File: config.mk
export PLATFORM = sky130hd
export DESIGN_NAME = fpfre_fpu_support
export DESIGN_NICKNAME = d
export VERILOG_FILES = /design/src/hw/fpfre_pkg.sv /design/src/hw/fpfre_fpu_support.sv
export SDC_FILE = /design/constraint.sdc
export NUM_CORES = 2
export LEC_CHECK = 0
export ABC_AREA = 1
export BUFFER_PORTS_ARGS = -buffer_cell sky130_fd_sc_hd__buf_4
export CORE_MARGIN = 1
export CORE_UTILIZATION = 45
export CTS_CLUSTER_SIZE = 14
export DETAILED_ROUTE_END_ITERATION = 10
export SLEW_MARGIN = 10
export SYNTH_ARGS = -nofsm -noshare
export SYNTH_HDL_FRONTEND = slang
export SYNTH_SLANG_ARGS = --single-unit
File: constraint.sdc
create_clock -name clock_i -period 7.3 [get_ports clock_i]
set_input_delay 0 -clock clock_i [delete_from_list [all_inputs] [get_ports clock_i]]
set_output_delay 0 -clock clock_i [all_outputs]
set_load 0.01 [all_outputs]
File: src/hw/fpfre_pkg.sv
// Purpose: Shared constants for the floating-point format, rounding and exception block
// Assumes: One 20 MHz clock, synchronous active-high reset
// Notes:   Overview list below is kept short on purpose
//
// Overview of operation
// - Single: sign, 8-bit exponent bias 127, 23-bit fraction
// - Double: sign, 11-bit exponent bias 1023, 52-bit fraction
// - Classify NaN, infinity, denormal, zero, normal by fields
// - Fraction MSB 1 signaling, 0 quiet
// - Signaling NaN, invalid trap off: quiet NaN result
// - Signaling NaN, invalid trap on: trap, keep destination
// - Quiet NaN only: quiet NaN, never an exception
// - Generated quiet NaN uses the fixed patterns
// - Denormal flush fixed on; flush sources and results
// - Sixteen 32-bit registers, even/odd pairs as doubles
// - Precision and transfer-size bits select pair views
// - 32-bit CPU transfer register, feeds integer conversion
// - One rounding per operation, fused op included
// - Rounding field: 00 nearest, 01 toward zero
// - Nearest: ties to even, overflow to infinity
// - Toward zero: truncate, clamp to largest finite
// - Cause set or cleared per op; flags sticky
// - Error cause never set; five flags and enables
// - Trap when enabled and event possible
// - One common exception; destination left unchanged
// - Untrapped: invalid quiet NaN, divide signed infinity
// - Untrapped overflow, underflow, inexact default results

package fpfre_pkg;

	// ------------------------------------------------------------
	// Number formats
	// ------------------------------------------------------------
	localparam int SP_EXP_W  = 8;
	localparam int SP_FRAC_W = 23;
	localparam int DP_EXP_W  = 11;
	localparam int DP_FRAC_W = 52;
	localparam int SP_BIAS   = 127;
	localparam int DP_BIAS   = 1023;
	localparam int MANT_W    = 55;   // 1.f with 52 fraction bits, round, sticky
	localparam int EXP_IN_W  = 14;   // Signed biased exponent from the datapath

	localparam logic signed [EXP_IN_W-1:0] SP_EXP_ONES = 14'sh00ff;
	localparam logic signed [EXP_IN_W-1:0] DP_EXP_ONES = 14'sh07ff;

	localparam logic [31:0] SP_QUIET_NAN = 32'h7fbfffff;
	localparam logic [63:0] DP_QUIET_NAN = 64'h7ff7ffffffffffff;
	localparam logic [30:0] SP_INF  = 31'h7f800000;
	localparam logic [62:0] DP_INF  = 63'h7ff0000000000000;
	localparam logic [30:0] SP_MAXN = 31'h7f7fffff;
	localparam logic [62:0] DP_MAXN = 63'h7fefffffffffffff;

	// ------------------------------------------------------------
	// Status/control register layout
	// ------------------------------------------------------------
	localparam int RM_LSB    = 0;
	localparam int FLAG_LSB  = 2;
	localparam int EN_LSB    = 7;
	localparam int CAUSE_LSB = 12;
	localparam int DN_BIT    = 18;
	localparam int PR_BIT    = 19;
	localparam int SZ_BIT    = 20;
	localparam logic [31:0] FP_STATUS_CONTROL_RESET = 32'h00040001;
	localparam logic [31:0] FP_STATUS_CONTROL_WMASK = 32'h0019ffff;

	// Event index inside flag/enable/cause groups
	localparam int EV_I = 0;
	localparam int EV_U = 1;
	localparam int EV_O = 2;
	localparam int EV_Z = 3;
	localparam int EV_V = 4;
	localparam int EV_E = 5;

	localparam logic [1:0] RM_NEAREST = 2'h0;
	localparam logic [1:0] RM_ZERO    = 2'h1;
	localparam int         RF_DEPTH   = 16;

	typedef enum logic [1:0] {OP_ARITH, OP_MOVE, OP_DIVIDE, OP_FUSED} fpfre_op_e;
	typedef enum logic [2:0] {CLS_ZERO, CLS_DENORM, CLS_NORMAL, CLS_INF, CLS_QUIET_NAN, CLS_SIGNALING_NAN}
		fpfre_cls_e;

endpackage

File: src/hw/fpfre_fpu_support.sv
// Purpose: Result rounding, NaN/denormal handling, exception bookkeeping, register files
// Assumes: Datapath hands an unrounded, normalised result in the issue cycle
// Notes:   Result is written, or the exception raised, one cycle after issue
`timescale 1ns/1ps

module fpfre_fpu_support (
	input  wire logic                                 clock_i,
	input  wire logic                                 rst_i,
	// Operation issue
	input  wire logic                                 op_valid_i,
	input  wire fpfre_pkg::fpfre_op_e                 op_kind_i,
	input  wire logic [3:0]                           op_dest_i,
	input  wire logic [63:0]                          src_a_i,
	input  wire logic [63:0]                          src_b_i,
	input  wire logic                                 res_sign_i,
	input  wire logic signed [fpfre_pkg::EXP_IN_W-1:0] res_exp_i,
	input  wire logic [fpfre_pkg::MANT_W-1:0]         res_mant_i,
	input  wire logic                                 res_zero_i,
	input  wire logic                                 invalid_i,
	input  wire logic                                 div_zero_i,
	input  wire logic                                 may_ovf_i,
	input  wire logic                                 may_unf_i,
	input  wire logic                                 may_inx_i,
	output logic                                      flush_a_o,
	output logic                                      flush_b_o,
	// Memory load into the register file
	input  wire logic                                 ld_valid_i,
	input  wire logic [3:0]                           ld_idx_i,
	input  wire logic [63:0]                          ld_data_i,
	// Register read port
	input  wire logic [3:0]                           rd_idx_i,
	input  wire logic                                 rd_pair_i,
	output logic [63:0]                               rd_data_o,
	// System register access
	input  wire logic                                 scr_wr_i,
	input  wire logic [31:0]                          scr_wdata_i,
	output logic [31:0]                               scr_o,
	input  wire logic                                 xfer_wr_i,
	input  wire logic [31:0]                          xfer_wdata_i,
	output logic [31:0]                               xfer_o,
	// Common exception request to the CPU
	output logic                                      fpe_req_o
);

	// ------------------------------------------------------------
	// Helpers
	// ------------------------------------------------------------

	// Operand class from exponent and fraction fields
	function automatic fpfre_pkg::fpfre_cls_e classify(input logic [63:0] v, input logic dbl);
		logic e_one;
		logic e_zero;
		logic f_zero;
		logic f_msb;
		if (dbl) begin
			e_one  = &v[fpfre_pkg::DP_FRAC_W +: fpfre_pkg::DP_EXP_W];
			e_zero = ~|v[fpfre_pkg::DP_FRAC_W +: fpfre_pkg::DP_EXP_W];
			f_zero = ~|v[fpfre_pkg::DP_FRAC_W-1:0];
			f_msb  = v[fpfre_pkg::DP_FRAC_W-1];
		end else begin
			e_one  = &v[fpfre_pkg::SP_FRAC_W +: fpfre_pkg::SP_EXP_W];
			e_zero = ~|v[fpfre_pkg::SP_FRAC_W +: fpfre_pkg::SP_EXP_W];
			f_zero = ~|v[fpfre_pkg::SP_FRAC_W-1:0];
			f_msb  = v[fpfre_pkg::SP_FRAC_W-1];
		end
		if (e_one && !f_zero) begin
			classify = f_msb ? fpfre_pkg::CLS_SIGNALING_NAN : fpfre_pkg::CLS_QUIET_NAN;
		end else if (e_one) begin
			classify = fpfre_pkg::CLS_INF;
		end else if (e_zero) begin
			classify = f_zero ? fpfre_pkg::CLS_ZERO : fpfre_pkg::CLS_DENORM;
		end else begin
			classify = fpfre_pkg::CLS_NORMAL;
		end
	endfunction

	// Fixed value with sign, single results sit in the low word
	function automatic logic [63:0] fixed_val(input logic s, input logic dbl,
	                                          input logic [62:0] dv, input logic [30:0] sv);
		fixed_val = dbl ? {s, dv} : {32'h0, s, sv};
	endfunction

	// ------------------------------------------------------------
	// State
	// ------------------------------------------------------------
	logic [31:0] fregs_r [fpfre_pkg::RF_DEPTH];
	logic [31:0] scr_r;
	logic [31:0] xfer_r;
	logic        wb_pend_r;
	logic        wb_trap_r;
	logic        wb_dbl_r;
	logic [3:0]  wb_idx_r;
	logic [63:0] wb_data_r;
	logic [5:0]  wb_cause_r;

	logic [1:0]  rmode;
	logic        pr_sel;
	logic        sz_sel;
	logic [4:0]  trap_en;
	logic        op_dbl;
	logic        is_move;
	fpfre_pkg::fpfre_cls_e cls_a;
	fpfre_pkg::fpfre_cls_e cls_b;

	assign rmode   = scr_r[fpfre_pkg::RM_LSB +: 2];
	assign pr_sel  = scr_r[fpfre_pkg::PR_BIT];
	assign sz_sel  = scr_r[fpfre_pkg::SZ_BIT];
	assign trap_en = scr_r[fpfre_pkg::EN_LSB +: 5];
	assign is_move = (op_kind_i == fpfre_pkg::OP_MOVE);
	assign op_dbl  = is_move ? sz_sel : pr_sel;
	assign cls_a   = classify(src_a_i, op_dbl);
	assign cls_b   = classify(src_b_i, op_dbl);

	// Datapath must take denormal sources as zero; moves keep them
	assign flush_a_o = op_valid_i && !is_move && (cls_a == fpfre_pkg::CLS_DENORM);
	assign flush_b_o = op_valid_i && !is_move && (cls_b == fpfre_pkg::CLS_DENORM);

	// ------------------------------------------------------------
	// Rounding of the unrounded result
	// ------------------------------------------------------------
	logic [52:0] sig;
	logic        rbit;
	logic        stk;
	logic        inc;
	logic [53:0] sig_r;
	logic        carry;
	logic signed [fpfre_pkg::EXP_IN_W-1:0] exp_r;
	logic        ovf;
	logic        unf;
	logic        inx;
	logic [63:0] rounded;

	// Single precision keeps 24 bits, double 53; one rounding per op
	always_comb begin
		if (op_dbl) begin
			sig  = res_mant_i[fpfre_pkg::MANT_W-1 -: fpfre_pkg::DP_FRAC_W+1];
			rbit = res_mant_i[1];
			stk  = res_mant_i[0];
		end else begin
			sig  = {29'h0, res_mant_i[fpfre_pkg::MANT_W-1 -: fpfre_pkg::SP_FRAC_W+1]};
			rbit = res_mant_i[fpfre_pkg::MANT_W-fpfre_pkg::SP_FRAC_W-2];
			stk  = |res_mant_i[fpfre_pkg::MANT_W-fpfre_pkg::SP_FRAC_W-3:0];
		end
		inc   = (rmode == fpfre_pkg::RM_NEAREST) && rbit && (stk || sig[0]);
		sig_r = {1'b0, sig} + {53'h0, inc};
		carry = op_dbl ? sig_r[53] : sig_r[24];
		exp_r = res_exp_i + $signed({13'h0, carry});
		ovf   = op_dbl ? (exp_r >= fpfre_pkg::DP_EXP_ONES) : (exp_r >= fpfre_pkg::SP_EXP_ONES);
		unf   = (exp_r < 14'sh0001);
		inx   = rbit || stk || ovf || unf;
		if (op_dbl) begin
			rounded = {res_sign_i, exp_r[10:0], carry ? 52'h0 : sig_r[51:0]};
		end else begin
			rounded = {32'h0, res_sign_i, exp_r[7:0], carry ? 23'h0 : sig_r[22:0]};
		end
	end

	// ------------------------------------------------------------
	// Event detection and default result selection
	// ------------------------------------------------------------
	logic        signaling_nan_in;
	logic        quiet_nan_in;
	logic        ev_v;
	logic        ev_z;
	logic        ev_o;
	logic        ev_u;
	logic        ev_i;
	logic        trap;
	logic [5:0]  cause;
	logic [63:0] result;

	always_comb begin
		signaling_nan_in = !is_move && (cls_a == fpfre_pkg::CLS_SIGNALING_NAN || cls_b == fpfre_pkg::CLS_SIGNALING_NAN);
		quiet_nan_in = !is_move && !signaling_nan_in
		          && (cls_a == fpfre_pkg::CLS_QUIET_NAN || cls_b == fpfre_pkg::CLS_QUIET_NAN);
		ev_v = !is_move && !quiet_nan_in && (signaling_nan_in || invalid_i);
		ev_z = (op_kind_i == fpfre_pkg::OP_DIVIDE) && !ev_v && !quiet_nan_in && div_zero_i;
		ev_o = !is_move && !ev_v && !quiet_nan_in && !ev_z && !res_zero_i && ovf;
		ev_u = !is_move && !ev_v && !quiet_nan_in && !ev_z && !res_zero_i && unf;
		ev_i = !is_move && !ev_v && !quiet_nan_in && !ev_z && !res_zero_i && inx;
		// Enabled and possible starts handling; quiet NaN never traps
		trap = !is_move && !quiet_nan_in && ((trap_en[fpfre_pkg::EV_V] && ev_v)
		       || (trap_en[fpfre_pkg::EV_Z] && ev_z) || (trap_en[fpfre_pkg::EV_O] && may_ovf_i)
		       || (trap_en[fpfre_pkg::EV_U] && may_unf_i)
		       || (trap_en[fpfre_pkg::EV_I] && may_inx_i));
		cause = {1'b0, ev_v, ev_z, ev_o, ev_u, ev_i};
		if (is_move) begin
			result = src_a_i;
		end else if (ev_v || quiet_nan_in) begin
			result = op_dbl ? fpfre_pkg::DP_QUIET_NAN : {32'h0, fpfre_pkg::SP_QUIET_NAN};
		end else if (ev_z) begin
			result = fixed_val(res_sign_i, op_dbl, fpfre_pkg::DP_INF, fpfre_pkg::SP_INF);
		end else if (res_zero_i || ev_u) begin
			result = fixed_val(res_sign_i, op_dbl, 63'h0, 31'h0);
		end else if (ev_o && rmode == fpfre_pkg::RM_NEAREST) begin
			result = fixed_val(res_sign_i, op_dbl, fpfre_pkg::DP_INF, fpfre_pkg::SP_INF);
		end else if (ev_o) begin
			result = fixed_val(res_sign_i, op_dbl, fpfre_pkg::DP_MAXN, fpfre_pkg::SP_MAXN);
		end else begin
			result = rounded;
		end
	end

	// ------------------------------------------------------------
	// Write-back stage
	// ------------------------------------------------------------

	// One stage so trap and write land in the same cycle
	always_ff @(posedge clock_i) begin
		if (rst_i) begin
			wb_pend_r  <= 1'b0;
			wb_trap_r  <= 1'b0;
			wb_dbl_r   <= 1'b0;
			wb_idx_r   <= 4'h0;
			wb_data_r  <= 64'h0;
			wb_cause_r <= 6'h0;
		end else begin
			wb_pend_r  <= op_valid_i;
			wb_trap_r  <= op_valid_i && trap;
			wb_dbl_r   <= op_dbl;
			wb_idx_r   <= op_dest_i;
			wb_data_r  <= result;
			wb_cause_r <= is_move ? 6'h0 : cause;
		end
	end

	logic wb_we;
	logic upd_scr;
	assign wb_we     = wb_pend_r && !wb_trap_r;
	assign upd_scr   = wb_pend_r;
	assign fpe_req_o = wb_trap_r;

	// ------------------------------------------------------------
	// Register file, pair view even word high
	// ------------------------------------------------------------
	genvar gi;
	generate
		for (gi = 0; gi < fpfre_pkg::RF_DEPTH; gi++) begin : g_freg
			// Sized copy of the loop index so its bits can be selected
			localparam logic [3:0] IDX = 4'(gi);
			// Arithmetic write-back wins over a same-cycle memory load
			always_ff @(posedge clock_i) begin
				if (rst_i) begin
					fregs_r[gi] <= 32'h0;
				end else if (wb_we && wb_dbl_r && wb_idx_r[3:1] == IDX[3:1]) begin
					fregs_r[gi] <= IDX[0] ? wb_data_r[31:0] : wb_data_r[63:32];
				end else if (wb_we && !wb_dbl_r && wb_idx_r == IDX) begin
					fregs_r[gi] <= wb_data_r[31:0];
				end else if (ld_valid_i && sz_sel && ld_idx_i[3:1] == IDX[3:1]) begin
					fregs_r[gi] <= IDX[0] ? ld_data_i[31:0] : ld_data_i[63:32];
				end else if (ld_valid_i && !sz_sel && ld_idx_i == IDX) begin
					fregs_r[gi] <= ld_data_i[31:0];
				end
			end
		end
	endgenerate

	// Registered read, single view in the low word
	always_ff @(posedge clock_i) begin
		if (rst_i) begin
			rd_data_o <= 64'h0;
		end else if (rd_pair_i) begin
			rd_data_o <= {fregs_r[{rd_idx_i[3:1], 1'b0}], fregs_r[{rd_idx_i[3:1], 1'b1}]};
		end else begin
			rd_data_o <= {32'h0, fregs_r[rd_idx_i]};
		end
	end

	// ------------------------------------------------------------
	// System registers
	// ------------------------------------------------------------

	// Hardware flag sets are ORed in so a software clear cannot lose them
	always_ff @(posedge clock_i) begin
		if (rst_i) begin
			scr_r <= fpfre_pkg::FP_STATUS_CONTROL_RESET;
		end else begin
			if (scr_wr_i) begin
				scr_r <= (scr_wdata_i & fpfre_pkg::FP_STATUS_CONTROL_WMASK) | fpfre_pkg::FP_STATUS_CONTROL_RESET
				         & ~fpfre_pkg::FP_STATUS_CONTROL_WMASK;
			end
			if (upd_scr) begin
				scr_r[fpfre_pkg::CAUSE_LSB +: 6] <= wb_cause_r;
				scr_r[fpfre_pkg::FLAG_LSB +: 5] <= wb_cause_r[4:0]
					| (scr_wr_i ? scr_wdata_i[fpfre_pkg::FLAG_LSB +: 5]
					            : scr_r[fpfre_pkg::FLAG_LSB +: 5]);
			end
		end
	end
	assign scr_o = scr_r;

	// CPU transfer register, also the integer conversion source
	always_ff @(posedge clock_i) begin
		if (rst_i) begin
			xfer_r <= 32'h0;
		end else if (xfer_wr_i) begin
			xfer_r <= xfer_wdata_i;
		end
	end
	assign xfer_o = xfer_r;
endmodule

==> metrics.md <==
| Metric | Value |
|---|---|
| CP Capture Type | `flop` |
| Drt wl/cell | `28.1 um` |
| CTS sink cnt | `703` |
| Cell variety after synth | `53` |
| Status | `finished clean` |
| #FFs+latches synth | `703` |
| Synth area leader | `edfxtp_1` |
| Predominant post-synthesis flop cell | `edfxtp_1` |
| Routed Antenna Nets | `0` |
| Worst VDD drop | `163 uV` |
| Crit Path Max Fanout | `24` |
| Relative slew slack | `0.0400` |
| Setup WS pre-CTS | `1.16 ns` |
| Fin. Hold Viols | `0` |
| Vias per cell | `6.31` |
| Area delta synth->final | `23.0%` |
| Post_cts resized | `0` |
| Largest stage delay, worst path | `0.67 ns` |
| First-pass GRT wire length | `286000 um` |
| DR vias | `45000` |
| Pin count of the biggest net entering global routing | `129` |
| Worst setup startpoint | `scr_o[20]` |
| Critical path class | `reg -> reg` |
| CP delay by family, top | `simple AND/OR/NAND/NOR gates` |
| Unrepaired setup endpoints after global routing | `false` |
| Async set-reset flop share out of synthesis | `0` |
| Yosys warnings | `0` |
| Worst-margin pin slew | `1.43 ns` |
| Starting DRT DRC Count | `6580` |
| Yosys top cell area share | `0.369` |
| Fmax | `0.151 GHz` |
| Share of cells above drive strength 1 | `0.123` |
| DPL Wire Length | `131000 um` |
| Seq pwr share | `0.439` |
| WL final | `201000 um` |
| NetSw | `3.05 mW` |
| Sw Share | `0.290` |
| Clock latency on the worst-skew pair | `0.68 ns` |
| Combinational Power Share | `0.163` |
| I/O Buffers | `456` |
| Grt total ovfl | `0` |
| Setup TNS | `0 ns` |
| Clk slew on worst S/H paths | `0.06 ns` |
| I/O pin count | `484` |
| Reg-to-reg startpoint | `scr_o[20]` |
| Ranking of synthesized cells by area | `edfxtp_1 (37%), nand2_1 (14%), dfxtp_1 (9.2%)` |
| Router iterations before antenna repair | `9` |
| Startpoint Class | `flop` |
| Final worst clock skew | `0.0381 ns` |
| # nets final | `6235` |
| H-tree depth | `3` |
| Vias in the first global route | `42100` |
| Hold Crit Class | `in -> reg` |
| Setup-failing EPs final | `0` |
| Die ar. | `93700 sq um` |
| Syn Area/Cell | `7.72 sq um` |
| Slowest stage cell, crit path | `o21ai_4` |
| Worst path bufs/invs | `6` |
| Top-count cell post-synth | `nand2_1` |
| Root Buffer | `clkbuf_16` |
| Final Cycle Share | `0.909` |
| Post-Synthesis Cell Area | `41600 sq um` |
| Clock network fraction of design power | `0.398` |
| CTS tree | `built` |
| All-Layer GR Usage | `0.416` |
| Pint | `7.46 mW` |
| # DRC | `0` |
| Initial antenna violation count | `17` |
| TritonCTS Buffers | `82` |
| Critical Path AT | `7.16 ns` |
| Hold Startpoint | `res_mant_i[41]` |
| Crit path time final | `6.63 ns` |
| Seq/Total Area, Yosys | `0.461` |
| Cell row count | `111` |
| CP required | `7.83 ns` |
| Die height | `306 um` |
| Max_cap viols | `0` |
| GP Congestion | `1.02` |
| Setup ws final | `0.667 ns` |
| Max Transition Viols Final | `0` |
| Top post-synthesis cells by count | `nand2_1 (1520), edfxtp_1 (512), nor2_1 (437)` |
| Pwr/cell area | `205 nW/um^2` |
| Cell count after synthesis | `5394` |
| Area of the core | `91700 sq um` |
| Max Root-Sink Buffers | `3` |
| Initial Util | `0.454` |
| Pleak | `20.7 nW` |
| Die width | `306 um` |
| Post-synth EDFFs | `512` |
[per-stage QoR]
| stage | hold WS (ns) | power, mW | util | cell area, sq um | instances |
|---|---|---|---|---|---|
| 2_1_floorplan | 0.107 | 5.48 | - | 41700 | 5405 |
| 3_3_place_gp | 0.218 | 6.21 | 0.497 | 45600 | 6694 |
| 3_5_place_dp | 0.217 | 6.22 | 0.497 | 45600 | 6694 |
| 4_1_cts | 0.00405 | 10.4 | 0.558 | 51200 | 7134 |
| 5_1_grt | 0.0398 | 10.8 | 0.558 | 51200 | 7137 |
| 6_report | 0.0332 | 10.5 | 0.558 | 51200 | 7139 |
[flip-flops by register name, indices dropped and copies added (netlist names)]
| signal | cells |
|---|---|
| wb_idx_r | 4 |
| upd_scr | 1 |
| wb_cause_r | 5 |
| fregs_r | 512 |
| fpe_req_o | 1 |
| wb_data_r | 64 |
| rd_data_o | 64 |
| xfer_o | 32 |
| wb_dbl_r | 1 |
| scr_o | 19 |
[layer usage]
layer	track usage	vias to the layer above	wire length (um)
li1	-	19900	-
met1	0.534	21000	74700
met2	0.642	3444	87600
met3	0.117	711	26600
met4	0.205	24	11600
met5	0	-	129
[final cells by class]
cell class / instances / area (sq um)
well taps: 1186 / 1480
clock inverters: 33 / 235
multi-input cells: 3860 / 19300
diodes: 5 / 12.5
repair buffers: 827 / 6960
inverters: 405 / 1530
fillers: 8686 / 40500
flip-flops and latches: 703 / 19200
clock buffers: 120 / 2480
[logic make-up after synthesis]
kind of cell,count (synthesis),share of synthesized area
AO/OA/AOI/OAI,1393,0.211
XOR/XNOR,38,0.00799
adder cells (fa/ha/maj),3,0.000902
buffers and inverters,842,0.0791
flip-flops,703,0.461
multiplexers,32,0.00769
other,2,0.000180
AND/OR/NAND/NOR,2381,0.231
[worst paths after layout]
path | cells after the start | slack (ns) | end
hold reg to reg | 2 | 0.48 | scr_o[5]
setup / recovery | 34 | 0.67 | wb_data_r[44]
setup reg to reg | 34 | 0.67 | wb_data_r[44]
hold / removal | 6 | 0.03 | wb_data_r[39]
[worst register-to-register path, delay by kind of cell, from the launching register on]
kind / cells / cell delay, ns
AO/OA/AOI/OAI: 2 / 0.82
AND/OR/NAND/NOR: 25 / 3.73
adder cells (fa/ha/maj): 1 / 0.34
flip-flops: 1 / 0.35
buffers and inverters: 6 / 1.29
[power groups by stage]
stage	registers [mW]	logic (mW)	clock network [mW]
2_1_floorplan	4.67	0.809	0
3_3_place_gp	4.69	1.52	0
3_5_place_dp	4.69	1.53	0
4_1_cts	4.61	1.66	4.17
5_1_grt	4.63	1.81	4.33
6_report	4.61	1.72	4.18
[placed cells by master, fill, tap and decap left out, types with 16 or more instances in the layout]
cell           instances
nor3_1                46
clkbuf_16             88
nand3_1              257
clkbuf_1              16
dlygate4sd3_1        287
nor2_1               430
o211ai_1             112
dfxtp_1              191
xor2_1                26
buf_4                537
a221oi_1              16
mux2i_1               32
clkinv_2              16
o21ai_0              270
edfxtp_1             512
a22oi_1               49
a21oi_1              315
nor4_1                21
nand4_1               50
inv_1                376
o21ai_1               21
clkbuf_8              17
a211oi_1              61
o2111ai_1             84
a221o_1               34
o22ai_1              342
a21boi_0              16
clkinv_1              19
nand2_1             1511
o221ai_1              48
[timing repair]
action,in CTS,in global routing
buffers inserted,0,0
hold buffers,287,0
hold endpoints to repair,473,0
(Power assumes the default switching activity.)
